<file path="src/logic/throw_switch_pkg.sv">
/*
 holds register map, field positions, reset values and timing counts
 for the four-throw switch control block.
 assumes nothing beyond a systemverilog compiler.
*/
`default_nettype none
package throw_switch_pkg;
    localparam int           ADDR_W            = 8;
    localparam int           DATA_W            = 8;
    localparam int           NUM_THROWS        = 4;
    localparam logic [7:0]   SWITCH_CTRL_ADDR  = 8'h20;
    localparam logic [7:0]   SWITCH_CTRL_RESET = 8'h00;
    localparam logic [7:0]   IRQ_STATUS_ADDR   = 8'h21;
    localparam logic [7:0]   IRQ_MASK_ADDR     = 8'h22;
    localparam logic [7:0]   MODE_CTRL_ADDR    = 8'h23;
    localparam logic [7:0]   IRQ_MASK_RESET    = 8'h00;
    localparam logic [7:0]   MODE_CTRL_RESET   = 8'h00;
    localparam int           FAULT_MSB         = 7;
    localparam int           FAULT_LSB         = 6;
    localparam int           RSVD_MSB          = 5;
    localparam int           RSVD_LSB          = 4;
    localparam int           THROW_MSB         = 3;
    localparam int           THROW_LSB         = 0;
    localparam logic [1:0]   FAULT_NONE        = 2'h0;
    localparam int           IRQ_FAULT_BIT     = 0;
    localparam int           IRQ_CHANGE_BIT    = 1;
    localparam int           MODE_PAR_BIT      = 0;
    localparam int           CLK_MHZ           = 250;
    localparam int           CHECK_TIME_NS     = 1000;
    localparam int           CHECK_CYCLES      = (CHECK_TIME_NS * CLK_MHZ + 999) / 1000;
    typedef enum logic [2:0] {
        ST_CHECK = 3'h1,
        ST_LATCH = 3'h2,
        ST_RUN   = 3'h4
    } boot_state_e;
endpackage : throw_switch_pkg
`default_nettype wire

</file>
<file path="src/logic/sync2.sv">
/*
 holds a two flip-flop synchroniser for one level.
 assumes the destination clock and its active-low reset.
*/
`timescale 1ns/1ns
`default_nettype none
module sync2 #(
    parameter logic RESET_VAL = 1'b0
) (
    input  wire logic clk,
    input  wire logic rst_n,
    input  wire logic d,
    output var  logic q
);
    logic meta_q;
    logic meta_d;
    logic q_d;
    always_comb begin
        meta_d = d;
        q_d    = meta_q;
    end
    always_ff @(posedge clk or negedge rst_n) begin
        if (!rst_n) begin
            meta_q <= RESET_VAL;
            q      <= RESET_VAL;
        end else begin
            meta_q <= meta_d;
            q      <= q_d;
        end
    end
endmodule : sync2
`default_nettype wire

</file>
<file path="src/logic/sticky_flag.sv">
/*
 holds one sticky event bit: a set in the clearing cycle wins.
 assumes set and clear are single-cycle pulses on clk.
*/
`timescale 1ns/1ns
`default_nettype none
module sticky_flag (
    input  wire logic clk,
    input  wire logic rst_n,
    input  wire logic set,
    input  wire logic clr,
    output var  logic flag
);
    logic flag_d;
    always_comb begin
        flag_d = flag;
        if (clr) begin
            flag_d = 1'b0;
        end
        if (set) begin
            flag_d = 1'b1;
        end
    end
    always_ff @(posedge clk or negedge rst_n) begin
        if (!rst_n) begin
            flag <= 1'b0;
        end else begin
            flag <= flag_d;
        end
    end
endmodule : sticky_flag
`default_nettype wire

</file>
<file path="src/logic/throw_switch_ctrl.sv">
/*
 holds the control/status register of a four-throw switch, its
 power-up configuration check, parallel pin path and interrupt.
 assumes a simple strobe register port on clk; the parallel pins and
 the configuration-error pins are asynchronous and are synchronised.
*/
`timescale 1ns/1ns
`default_nettype none
// Notes on behaviour
// - four 8-bit registers at 0x20-0x23; control at 0x20, reset 0x00
// - bits 7:6 read-only fault, nonzero means fault
// - bits 5:4 reserved, read zero, write zero
// - bit 3 closes fourth throw
// - bit 2 closes third throw
// - bit 1 closes second throw
// - bit 0 closes first throw
// - power-up configuration error sets fault field
// - four parallel pins can drive the throws
module throw_switch_ctrl
    import throw_switch_pkg::*;
#(
    parameter int CHECK_COUNT = CHECK_CYCLES
) (
    input  wire logic                           clk,
    input  wire logic                           resetn,
    input  wire logic [throw_switch_pkg::ADDR_W-1:0] reg_addr,
    input  wire logic [throw_switch_pkg::DATA_W-1:0] reg_wdata,
    input  wire logic                           reg_wr,
    input  wire logic                           reg_rd,
    output var  logic [throw_switch_pkg::DATA_W-1:0] reg_rdata,
    input  wire logic [1:0]                     config_error,
    input  wire logic [throw_switch_pkg::NUM_THROWS-1:0] parallel_throw_input,
    output var  logic [throw_switch_pkg::NUM_THROWS-1:0] throw_close,
    output var  logic                           irq
);
    import throw_switch_pkg::*;

    logic                  rst_meta_q;
    logic                  rst_meta_d;
    logic                  rst_n;
    logic                  rst_n_d;

    // assert at once, release through two stages so that every flop
    // leaves reset on the same clk edge
    always_comb begin
        rst_meta_d = 1'b1;
        rst_n_d    = rst_meta_q;
    end

    always_ff @(posedge clk or negedge resetn) begin
        if (!resetn) begin
            rst_meta_q <= 1'b0;
            rst_n      <= 1'b0;
        end else begin
            rst_meta_q <= rst_meta_d;
            rst_n      <= rst_n_d;
        end
    end

    logic [NUM_THROWS-1:0] par_sync;
    logic [1:0]            cfg_sync;

    // a pin change reaches the throw outputs three edges later
    genvar gi;
    generate
        for (gi = 0; gi < NUM_THROWS; gi++) begin : g_par
            sync2 #(.RESET_VAL(1'b0)) u_par_sync (
                .clk   (clk),
                .rst_n (rst_n),
                .d     (parallel_throw_input[gi]),
                .q     (par_sync[gi])
            );
        end
        for (gi = 0; gi < 2; gi++) begin : g_cfg
            sync2 #(.RESET_VAL(1'b0)) u_cfg_sync (
                .clk   (clk),
                .rst_n (rst_n),
                .d     (config_error[gi]),
                .q     (cfg_sync[gi])
            );
        end
    endgenerate

    // power-up check: after the configuration settles, latch its error
    // code once; a later change of the pins is not a power-up event
    boot_state_e           boot_q;
    boot_state_e           boot_d;
    logic [15:0]           chk_cnt_q;
    logic [15:0]           chk_cnt_d;
    logic [1:0]            fault_q;
    logic [1:0]            fault_d;
    logic                  fault_evt;

    always_comb begin
        boot_d    = boot_q;
        chk_cnt_d = chk_cnt_q;
        case (boot_q)
            ST_CHECK: begin
                if (chk_cnt_q >= 16'(CHECK_COUNT - 1)) begin
                    boot_d = ST_LATCH;
                end else begin
                    chk_cnt_d = chk_cnt_q + 16'h0001;
                end
            end
            ST_LATCH: begin
                boot_d = ST_RUN;
            end
            ST_RUN: begin
                boot_d = ST_RUN;
            end
            default: begin
                boot_d = ST_CHECK;
            end
        endcase
    end

    always_ff @(posedge clk or negedge rst_n) begin
        if (!rst_n) begin
            boot_q    <= ST_CHECK;
            chk_cnt_q <= 16'h0000;
        end else begin
            boot_q    <= boot_d;
            chk_cnt_q <= chk_cnt_d;
        end
    end

    // limitation: the fault field reads zero while the check still counts
    always_comb begin
        fault_d   = fault_q;
        fault_evt = 1'b0;
        if (boot_q == ST_LATCH) begin
            fault_d   = cfg_sync;
            fault_evt = (cfg_sync != FAULT_NONE);
        end
    end

    always_ff @(posedge clk or negedge rst_n) begin
        if (!rst_n) begin
            fault_q <= FAULT_NONE;
        end else begin
            fault_q <= fault_d;
        end
    end

    // registers
    logic [NUM_THROWS-1:0] throw_reg_q;
    logic [NUM_THROWS-1:0] throw_reg_d;
    logic [7:0]            mask_q;
    logic [7:0]            mask_d;
    logic                  par_mode_q;
    logic                  par_mode_d;
    logic [DATA_W-1:0]     rdata_d;
    logic [NUM_THROWS-1:0] throw_close_d;
    logic                  irq_d;
    logic                  wr_ctrl;
    logic                  wr_mask;
    logic                  wr_mode;
    logic                  status_rd;
    logic [7:0]            status_w;
    logic                  change_evt;
    logic                  st_fault;
    logic                  st_change;

    // the strobes never come together, so each decode stands alone
    assign wr_ctrl   = reg_wr && (reg_addr == SWITCH_CTRL_ADDR);
    assign wr_mask   = reg_wr && (reg_addr == IRQ_MASK_ADDR);
    assign wr_mode   = reg_wr && (reg_addr == MODE_CTRL_ADDR);
    assign status_rd = reg_rd && (reg_addr == IRQ_STATUS_ADDR);
    assign status_w  = {6'h00, st_change, st_fault};

    always_comb begin
        throw_reg_d = throw_reg_q;
        if (wr_ctrl) begin
            // only the throw bits store; fault and reserved lanes drop
            throw_reg_d = reg_wdata[THROW_MSB:THROW_LSB];
        end
    end

    always_ff @(posedge clk or negedge rst_n) begin
        if (!rst_n) begin
            throw_reg_q <= SWITCH_CTRL_RESET[THROW_MSB:THROW_LSB];
        end else begin
            throw_reg_q <= throw_reg_d;
        end
    end

    // mask keeps the two defined event bits; the rest read zero
    always_comb begin
        mask_d = mask_q;
        if (wr_mask) begin
            mask_d = {6'h00, reg_wdata[1:0]};
        end
    end

    always_ff @(posedge clk or negedge rst_n) begin
        if (!rst_n) begin
            mask_q <= IRQ_MASK_RESET;
        end else begin
            mask_q <= mask_d;
        end
    end

    always_comb begin
        par_mode_d = par_mode_q;
        if (wr_mode) begin
            par_mode_d = reg_wdata[MODE_PAR_BIT];
        end
    end

    always_ff @(posedge clk or negedge rst_n) begin
        if (!rst_n) begin
            par_mode_q <= MODE_CTRL_RESET[MODE_PAR_BIT];
        end else begin
            par_mode_q <= par_mode_d;
        end
    end

    always_comb begin
        rdata_d = 8'h00;
        if (reg_rd) begin
            case (reg_addr)
                // stored bits, not the pins: software sees what it wrote
                SWITCH_CTRL_ADDR: begin
                    rdata_d[FAULT_MSB:FAULT_LSB] = fault_q;
                    rdata_d[RSVD_MSB:RSVD_LSB]   = 2'h0;
                    rdata_d[THROW_MSB:THROW_LSB] = throw_reg_q;
                end
                IRQ_STATUS_ADDR: begin
                    rdata_d = status_w;
                end
                IRQ_MASK_ADDR: begin
                    rdata_d = mask_q;
                end
                MODE_CTRL_ADDR: begin
                    rdata_d = {7'h00, par_mode_q};
                end
                default: begin
                    rdata_d = 8'h00;
                end
            endcase
        end
    end

    // pins take over when parallel mode is selected; the register keeps
    // its bits meanwhile and drives again once the mode is left
    always_comb begin
        if (par_mode_q) begin
            throw_close_d = par_sync;
        end else begin
            throw_close_d[3] = throw_reg_q[3];
            throw_close_d[2] = throw_reg_q[2];
            throw_close_d[1] = throw_reg_q[1];
            throw_close_d[0] = throw_reg_q[0];
        end
    end

    // any move of the outputs is an event, whichever source caused it
    always_comb begin
        change_evt = (throw_close_d != throw_close);
        irq_d      = (st_fault && mask_q[IRQ_FAULT_BIT])
                  || (st_change && mask_q[IRQ_CHANGE_BIT]);
    end

    // an event in the reading cycle stays set for the next read
    sticky_flag u_st_fault (
        .clk   (clk),
        .rst_n (rst_n),
        .set   (fault_evt),
        .clr   (status_rd),
        .flag  (st_fault)
    );

    sticky_flag u_st_change (
        .clk   (clk),
        .rst_n (rst_n),
        .set   (change_evt),
        .clr   (status_rd),
        .flag  (st_change)
    );

    // read data are zero outside the answer cycle, so a stale value
    // can never be taken for a fresh one
    always_ff @(posedge clk or negedge rst_n) begin
        if (!rst_n) begin
            reg_rdata <= 8'h00;
        end else begin
            reg_rdata <= rdata_d;
        end
    end

    // outputs straight from flops: no decode glitch reaches the drivers
    always_ff @(posedge clk or negedge rst_n) begin
        if (!rst_n) begin
            throw_close <= 4'h0;
            irq         <= 1'b0;
        end else begin
            throw_close <= throw_close_d;
            irq         <= irq_d;
        end
    end
endmodule : throw_switch_ctrl
`default_nettype wire

</file>
<file path="config.mk">
export PLATFORM = sky130hd
export DESIGN_NAME = throw_switch_ctrl
export DESIGN_NICKNAME = d
export VERILOG_FILES = /design/src/logic/throw_switch_pkg.sv /design/src/logic/sync2.sv /design/src/logic/sticky_flag.sv /design/src/logic/throw_switch_ctrl.sv
export SDC_FILE = /design/constraint.sdc
export NUM_CORES = 1
export LEC_CHECK = 0
export BUFFER_PORTS_ARGS = -buffer_cell sky130_fd_sc_hd__buf_2
export CORE_UTILIZATION = 58
export DETAILED_ROUTE_END_ITERATION = 12
export GPL_TIMING_DRIVEN = 0
export PLACE_DENSITY = 0.91
export RECOVER_POWER = 50
export SLEW_MARGIN = 10
export SYNTH_ARGS = -nofsm -noshare
export SYNTH_HDL_FRONTEND = slang
export SYNTH_HIERARCHICAL = 1
export SYNTH_SLANG_ARGS = --single-unit
</file>
<file path="constraint.sdc">
create_clock -name clk -period 4.4 [get_ports clk]
set_input_delay 0.22 -clock clk [delete_from_list [all_inputs] [get_ports clk]]
set_output_delay 0.22 -clock clk [all_outputs]
set_load 0.03 [all_outputs]
</file>
Word level (Yosys, flattened, before mapping). Cells that the tools add are included.

Input port bits: 26. Output and inout bits: 13. Word-level logic and storage cells: 58. Bits in registers: 57.

Reductions and logical operators: 12. Add/sub/neg operators: 1. Order comparisons: 1. Multiplexer cells: 9. Equal/unequal tests: 9. Bitwise operators: 1.

Operators by type and width (count): equality test 8 x 6 -> 1 bit, second input constant (4); one-hot mux 8 bit (4 select lines) (1); adder 16 x 1 -> 16 bit, second input constant (1); greater-or-equal comparator 16 x 8 -> 1 bit, second input constant (1); 2-to-1 mux 8 bit (1); logical AND 1 bit (6); one-hot mux 3 bit (2 select lines) (1); nonzero test 2 bit (3); 2-to-1 mux 1 bit (4); 2-to-1 mux 4 bit (1); inequality test 4 bit (1); equality test 3 x 1 -> 1 bit, second input constant (1); equality test 3 x 2 -> 1 bit, second input constant (1); equality test 3 bit, second input constant (1); 2-to-1 mux 3 bit (1); inequality test 2 bit, second input constant (1); AND reduction 2 bit (1); OR reduction 2 bit (1); logical OR 1 bit (1); inverter 1 bit (1).

Longest topological paths before layout. Gate-level depths: netlist (run 1).

Word-level depth: 4. Depth in mapped cells: 6. Depth with buffers taken out: 6.

Modules after synthesis. The synthesis (run 1) kept the hierarchy.

By module, submodules not included: throw_switch_ctrl (instances 1, sequential area each 1027.2 um^2, cells an instance 133, area each 1762.9 um^2); sync2 (instances 6, sequential area each 50.0 um^2, cells an instance 2, area each 50.0 um^2); sticky_flag (instances 2, sequential area each 25.0 um^2, cells an instance 3, area each 36.3 um^2).

Worst setup path after synthesis (run 1). No wires, ideal clock.

Path type: reg-to-reg. Start point: register boot_q[0]. End point: register chk_cnt_q[1]. Data arrival time: 1.589 ns. Path buffers: 0. Data required time: 4.275 ns. Library setup time: 0.125 ns. Period minus slack after synthesis: 1.714 ns. Stages on the path, launching flop included: 5. Setup slack: 2.686 ns. Cells stage by stage: dfstp_2 -> or3b_4 -> nand3b_4 -> nor2_4 -> mux2_2.

Word-level cells in the longest chain between the ends: 2.

Ends and longest elaborated chain: start: declaration (RTL line throw_switch_ctrl.sv:86) `boot_state_e boot_q;`; start signal: assignment (RTL line throw_switch_ctrl.sv:122) `boot_q <= boot_d;`; equality test 3 x 1 -> 1 bit (RTL line throw_switch_ctrl.sv:97) `case (boot_q)`; AND reduction 2 bit (no source line); end signal: assignment (RTL line throw_switch_ctrl.sv:123) `chk_cnt_q <= chk_cnt_d;`; end: declaration (RTL line throw_switch_ctrl.sv:88) `logic [15:0] chk_cnt_q;`.

Every way passes these cells. A chain may end at the register's enable or synchronous reset.

==> impl_metrics.env, run 1 <==
export IMPL_drive_gt1_frac=0.326
export IMPL_net_switching_power_uw=190
export IMPL_fin_worst_skew_ns=0.0141
export IMPL_met1_usage=0.224
export IMPL_ys_warn_count=6
export IMPL_critPathBufInv=1
export IMPL_nets=221
export IMPL_crit_type="register to async pin"
export IMPL_status="finished clean"
export IMPL_max_freq_ghz=0.468
export IMPL_clk_pin_slew_ns=0.09
export IMPL_totalPowerFinal_uw=841
export IMPL_route_detailed_drc=0
export IMPL_p_int_uw=651
export IMPL_initial_core_util=0.621
export IMPL_hp_class="primary input to register"
export IMPL_power_share_clock=0.312
export IMPL_path_max_fanout=28
export IMPL_clock_sinks=55
export IMPL_die_height_um=62.7
export IMPL_cts_max_path_buffers=2
export IMPL_cp_start_kind="register"
export IMPL_ant_nets=0
export IMPL_grt_overflow_total=0
export IMPL_syn_area_mm2=0.00214
export IMPL_ios=39
export IMPL_synth_edf_count=0
export IMPL_clkLatencyLatePin_ns=0.30
export IMPL_drv_slew=0
export IMPL_slowest_stage="dfrtp_1"
export IMPL_ys_types=37
export IMPL_syn_to_final_growth_pct=14.7
export IMPL_cts_resized=0
export IMPL_grt_pass1_wl_mm=5.69
export IMPL_cts_setup_buffers=0
export IMPL_tritoncts="done"
export IMPL_setup_violations=0
export IMPL_grt_max_degree=29
export IMPL_synth_top_family_by_area="simple AND/OR/NAND/NOR gates"
export IMPL_dieArea_mm2=0.00393
export IMPL_drtIter0Drc=53
export IMPL_p_seq_frac=0.629
export IMPL_drt_pass1_iterations=4
export IMPL_rsz0062_at_grt="no"
export IMPL_synth_xor_area_share=0.0410
export IMPL_finalSetupTns_ns=0
export IMPL_gr_max_usage_layer="met2"
export IMPL_synthAdderAreaFrac=0.0176
export IMPL_synth_compound_area_frac=0.0310
export IMPL_switching_share=0.226
export IMPL_leakagePower_nw=1.25
export IMPL_routed_via_density=5.10
export IMPL_grt_met3_usage=0.0602
export IMPL_cts_made_buffers=5
export IMPL_met2_usage=0.334
export IMPL_synth_simple_area_share=0.138
export IMPL_period_needed_ns=2.13
export IMPL_dr_total_vias=1220
export IMPL_cp_top_family="flip-flops"
export IMPL_synth_ff_type="dfrtp_1"
export IMPL_io_buffers=31
export IMPL_max_stage_delay_ns=1.04
export IMPL_cts_root_buf="clkbuf_8"
export IMPL_syn_avg_cell_area_um2=14.1
export IMPL_antennaDiodeCount=0
export IMPL_wl_per_cell_um=13.9
export IMPL_max_slew_margin_rel=0.153
export IMPL_timing_final_crit_share=0.485
export IMPL_synth_seq_cells=55
export IMPL_drt_wl_total_mm=3.33
export IMPL_core_mm2=0.00344
export IMPL_peakVddDrop_mv=0.280
export IMPL_synthArstFlopShare=1.00
export IMPL_cap_violations=0
export IMPL_p_per_area_mw_per_mm2=343
export IMPL_synthMuxAreaShare=0.0890
export IMPL_row_count=21
export IMPL_h_tree_depth=2
export IMPL_path_cells="clkbuf_1"
export IMPL_hold_viol_final=0
export IMPL_tightest_slew_ns=1.27
export IMPL_ys_seq_area_frac=0.645
export IMPL_place_hpwl_mm=2.55
export IMPL_worstPathArrival_ns=2.35
export IMPL_required_ns=4.62
export IMPL_grt_pass1_vias=1257
export IMPL_postSynthCellCount=151
export IMPL_die_w_um=62.7
export IMPL_end_kind="async pin"
export IMPL_combPwrFrac=0.059
export IMPL_antenna_found_initial=0
export IMPL_gp_congestion=0.794
export IMPL_track_usage=0.192
==> layer usage <==
layer	vias up	wire (µm)	part of all wire
li1	579	-	-
met1	606	1350	0.41
met2	30	1780	0.53
met3	5	153	0.046
met4	0	44	0.013
met5	-	0	0
==> layout make-up <==
| class | instances | area, µm² |
|---|---|---|
| fill | 240 | 992 |
| timing repair buffer | 33 | 168 |
| inverter | 7 | 26.3 |
| tap | 46 | 57.6 |
| sequential | 55 | 1380 |
| buffer | 11 | 48.8 |
| clock inverter | 2 | 12.5 |
| clock buffer | 6 | 72.6 |
| multi-input combinational | 79 | 687 |
==> stage by stage <==
stage                     setup WS, ns  hold WS (ns)  instance area, µm²  utilization  instances
after CTS                         2.56        0.0135                2480        0.719        239
after detailed placement          2.59        0.0116                2380        0.692        230
final                             2.27        0.0225                2450        0.712        239
after global routing              1.84       0.00699                2450        0.712        239
after floorplan                   2.69       -0.0756                2140            -        152
after global placement            2.38       0.00467                2350        0.683        229
==> path summary, 6_finish.rpt <==
kind | slack, ns | from | end | depth (start not counted)
hold reg to reg | 0.35 | g_par[3].u_par_sync/meta_q | g_par[3].u_par_sync/q | 0
setup / recovery | 2.27 | rst_n | throw_close[0] | 1
min in group asynchronous | 0.26 | resetn | rst_meta_q | 2
setup reg to reg | 2.27 | rst_n | throw_close[0] | 1
max in group clk | 2.56 | boot_q[0] | chk_cnt_q[1] | 4
hold / removal | 0.02 | parallel_throw_input[1] | g_par[1].u_par_sync/meta_q | 1
==> power groups by stage <==
stage          Clock [mW]  Sequential [mW]  Combinational [mW]
2_1_floorplan           0            0.546              0.0217
3_3_place_gp            0            0.542              0.0435
3_5_place_dp            0            0.540              0.0518
4_1_cts             0.267            0.530              0.0527
5_1_grt             0.289            0.532              0.0552
6_report            0.262            0.529              0.0499
==> repair_timing <==
item                                   4_1_cts  5_1_grt
hold buffers                                 1        0
endpoints found under the hold margin        2        0
setup endpoints to repair                    0        0
==> cells in the mapped netlist (4+ instances only) <==
library cell / count / area share
inv_1: 7 / 0.012
nor2_1: 8 / 0.014
and2_1: 4 / 0.012
mux2_1: 4 / 0.021
dfrtp_1: 54 / 0.63
clkbuf_1: 9 / 0.016
nand3_1: 4 / 0.0094
xor2_1: 7 / 0.029
mux2_2: 10 / 0.053
==> flip-flops by register name (all words and copies together) (netlist names) <==
signal,flops
reg_rdata,6
g_par.u_par_sync/q,4
chk_cnt_q,16
throw_reg_q,4
u_st_change/flag,1
par_mode_q,1
boot_q,3
fault_q,2
irq,1
g_cfg.u_cfg_sync/q,2
g_par.u_par_sync/meta_q,4
u_st_fault/flag,1
rst_meta_q,1
throw_close,4
rst_n,1
mask_q,2
g_cfg.u_cfg_sync/meta_q,2
==> cell families after synthesis <==
| logic type | Yosys count |
|---|---|
| AOI/OAI and AO/OA | 8 |
| xor gates and xnor gates | 10 |
| adders and majority gates | 3 |
| buffers and inverters | 18 |
| DFF | 55 |
| muxes | 16 |
| other | 2 |
| and+or+nand+nor | 39 |
==> layout by cell type, fill, tap and decap left out, drive strengths merged, types with 4 or more instances in the layout <==
| cell | n |
|---|---|
| and2 | 4 |
| buf | 32 |
| clkbuf | 17 |
| dfrtp | 54 |
| inv | 7 |
| mux2 | 14 |
| nand3 | 4 |
| nor2 | 9 |
| nor3 | 4 |
| xor2 | 7 |
Power figures use the tool's default switching activity.
==> inputs of run 2 (changes only) <==
CORE_UTILIZATION = 49   (was 58)
PLACE_DENSITY = 0.82   (was 0.91)
clock period = 1.85 ns   (was 4.4 ns; I/O delays follow)
==> run 2 against run 1 <==
  * Via count up 1.6%
  * Largest cell class unchanged
  * Core utilization decreased by 8.4 points
  * Global-route usage is 3.5 points lower
  * Largest power group unchanged
  * Sequential power increased by 140%
==> impl_metrics.env, run 2 (same netlist as run 1, synthesis figures left out) <==
export IMPL_status="finished clean"
export IMPL_leakagePower_nw=1.30
export IMPL_timing_final_crit_share=0.980
export IMPL_hp_class="primary input to register"
export IMPL_clkLatencyLatePin_ns=0.30
export IMPL_worstPathArrival_ns=2.01
export IMPL_drive_gt1_frac=0.333
export IMPL_routed_via_density=4.94
export IMPL_p_per_area_mw_per_mm2=815
export IMPL_setup_violations=0
export IMPL_drt_wl_total_mm=3.28
export IMPL_antennaDiodeCount=0
export IMPL_registers_top_by_ff_count="chk_cnt_q"
export IMPL_rsz0062_at_grt="yes"
export IMPL_fin_util=0.628
export IMPL_h_tree_depth=2
export IMPL_gp_congestion=0.788
export IMPL_cap_violations=0
export IMPL_biggestRegsByFlops="chk_cnt_q: 16 flops, reg_rdata: 6 flops"
export IMPL_drv_slew=0
export IMPL_antenna_found_initial=0
export IMPL_tritoncts="done"
export IMPL_track_usage=0.157
export IMPL_die_height_um=68.0
export IMPL_peakVddDrop_mv=0.355
export IMPL_grt_overflow_total=0
export IMPL_syn_to_final_growth_pct=20.2
export IMPL_cp_start_kind="register"
export IMPL_required_ns=2.04
export IMPL_crit_type="register to register"
export IMPL_largest_reg_flops=16
export IMPL_grt_pass1_wl_mm=5.12
export IMPL_finalSetupTns_ns=0
export IMPL_row_count=23
export IMPL_dieArea_mm2=0.00463
export IMPL_nets=229
export IMPL_die_w_um=68.0
export IMPL_clock_sinks=55
export IMPL_initial_core_util=0.523
export IMPL_period_needed_ns=1.81
export IMPL_clk_pin_slew_ns=0.09
export IMPL_fin_worst_skew_ns=0.00714
export IMPL_end_kind="register"
export IMPL_drt_pass1_iterations=4
export IMPL_io_buffers=31
export IMPL_core_mm2=0.00409
export IMPL_ios=39
export IMPL_drtIter0Drc=50
export IMPL_dr_total_vias=1239
export IMPL_grt_pass1_vias=1184
export IMPL_max_freq_ghz=0.552
export IMPL_ant_nets=0
export IMPL_rrSetupSlack_ns=0.04
export IMPL_place_hpwl_mm=2.42
export IMPL_grt_max_degree=37
export IMPL_route_detailed_drc=0
export IMPL_cts_root_buf="clkbuf_8"
export IMPL_wl_per_cell_um=13.1
export IMPL_final_cell_mix="53 x dfrtp_1, 30 x buf_2, 11 x clkbuf_1"
export IMPL_final_common_cell="dfrtp_1"
export IMPL_hold_viol_final=0
export IMPL_cts_max_path_buffers=2
export IMPL_cts_made_buffers=5
export IMPL_path_max_fanout=6
run 2: cell types whose count changed in the layout (fill, tap and decap cells not counted):
cell           before  now
dfrtp_1            54   53
clkbuf_1           12   11
buf_4               2    4
clkinvlp_4          1    0
mux2_2             10    9
clkinv_2            1    0
buf_12              0    1
dlygate4sd3_1       1    7
dfrtp_2             0    1
mux2_4              0    1
clkbuf_8            5    7
run 2: worst max-delay path, cell delays in order, from the launching register on:
cell,delay [ns]
dfstp_2,0.56
or3b_4,0.40
nand3b_4,0.24
nor2_4,0.20
mux2_4,0.31
run 2: stage by stage:
| step | hold WS (ns) | setup WS [ns] | std cells | instance area (µm²) | power [mW] |
|---|---|---|---|---|---|
| after floorplan | -0.203 | 0.136 | 152 | 2140 | 1.35 |
| after detailed placement | -0.113 | 0.0179 | 234 | 2380 | 1.41 |
| final | 0.0136 | 0.0368 | 251 | 2570 | 2.09 |
| after global placement | -0.122 | -0.267 | 233 | 2360 | 1.40 |
| after CTS | 0.0140 | 0.00722 | 249 | 2550 | 2.11 |
| after global routing | 0.00799 | -0.0203 | 251 | 2570 | 2.18 |
run 2: report_power, final:
part,total [mW],switching (mW),internal [mW]
Sequential,1.25,0.0233,1.23
Combinational,0.135,0.0712,0.0642
Clock,0.702,0.359,0.342
run 2: layer usage:
layer,GRT usage,vias to the layer above,part of all wire
met5,0,-,0
met4,0.0625,0,0.014
met3,0.0500,6,0.052
met2,0.263,40,0.49
met1,0.185,597,0.44
li1,-,596,-
run 2: worst paths after layout:
| path | cells past startpoint | to | from |
|---|---|---|---|
| worst max-delay path | 4 | chk_cnt_q[1] | boot_q[0] |
| max in group asynchronous | 1 | boot_q[0] | rst_n |
| min in group asynchronous | 2 | rst_n | resetn |
| worst max register to register | 4 | chk_cnt_q[1] | boot_q[0] |
| worst min register to register | 0 | chk_cnt_q[6] | rst_n |
| worst min-delay path | 2 | throw_reg_q[2] | reg_wdata[2] |
run 2: area by class of cell:
type	instances	area, µm²
fill	305	1520
sequential	55	1380
multi-input combinational	79	691
timing repair buffer	41	259
clock buffer	8	100
tap	50	62.6
buffer	11	48.8
inverter	7	26.3
run 2: what timing repair did:
item,in CTS,in global routing
endpoints found under the setup margin,0,2
setup buffers,0,2
hold endpoints to repair,8,0
hold buffers,7,0
gates resized for setup,0,1
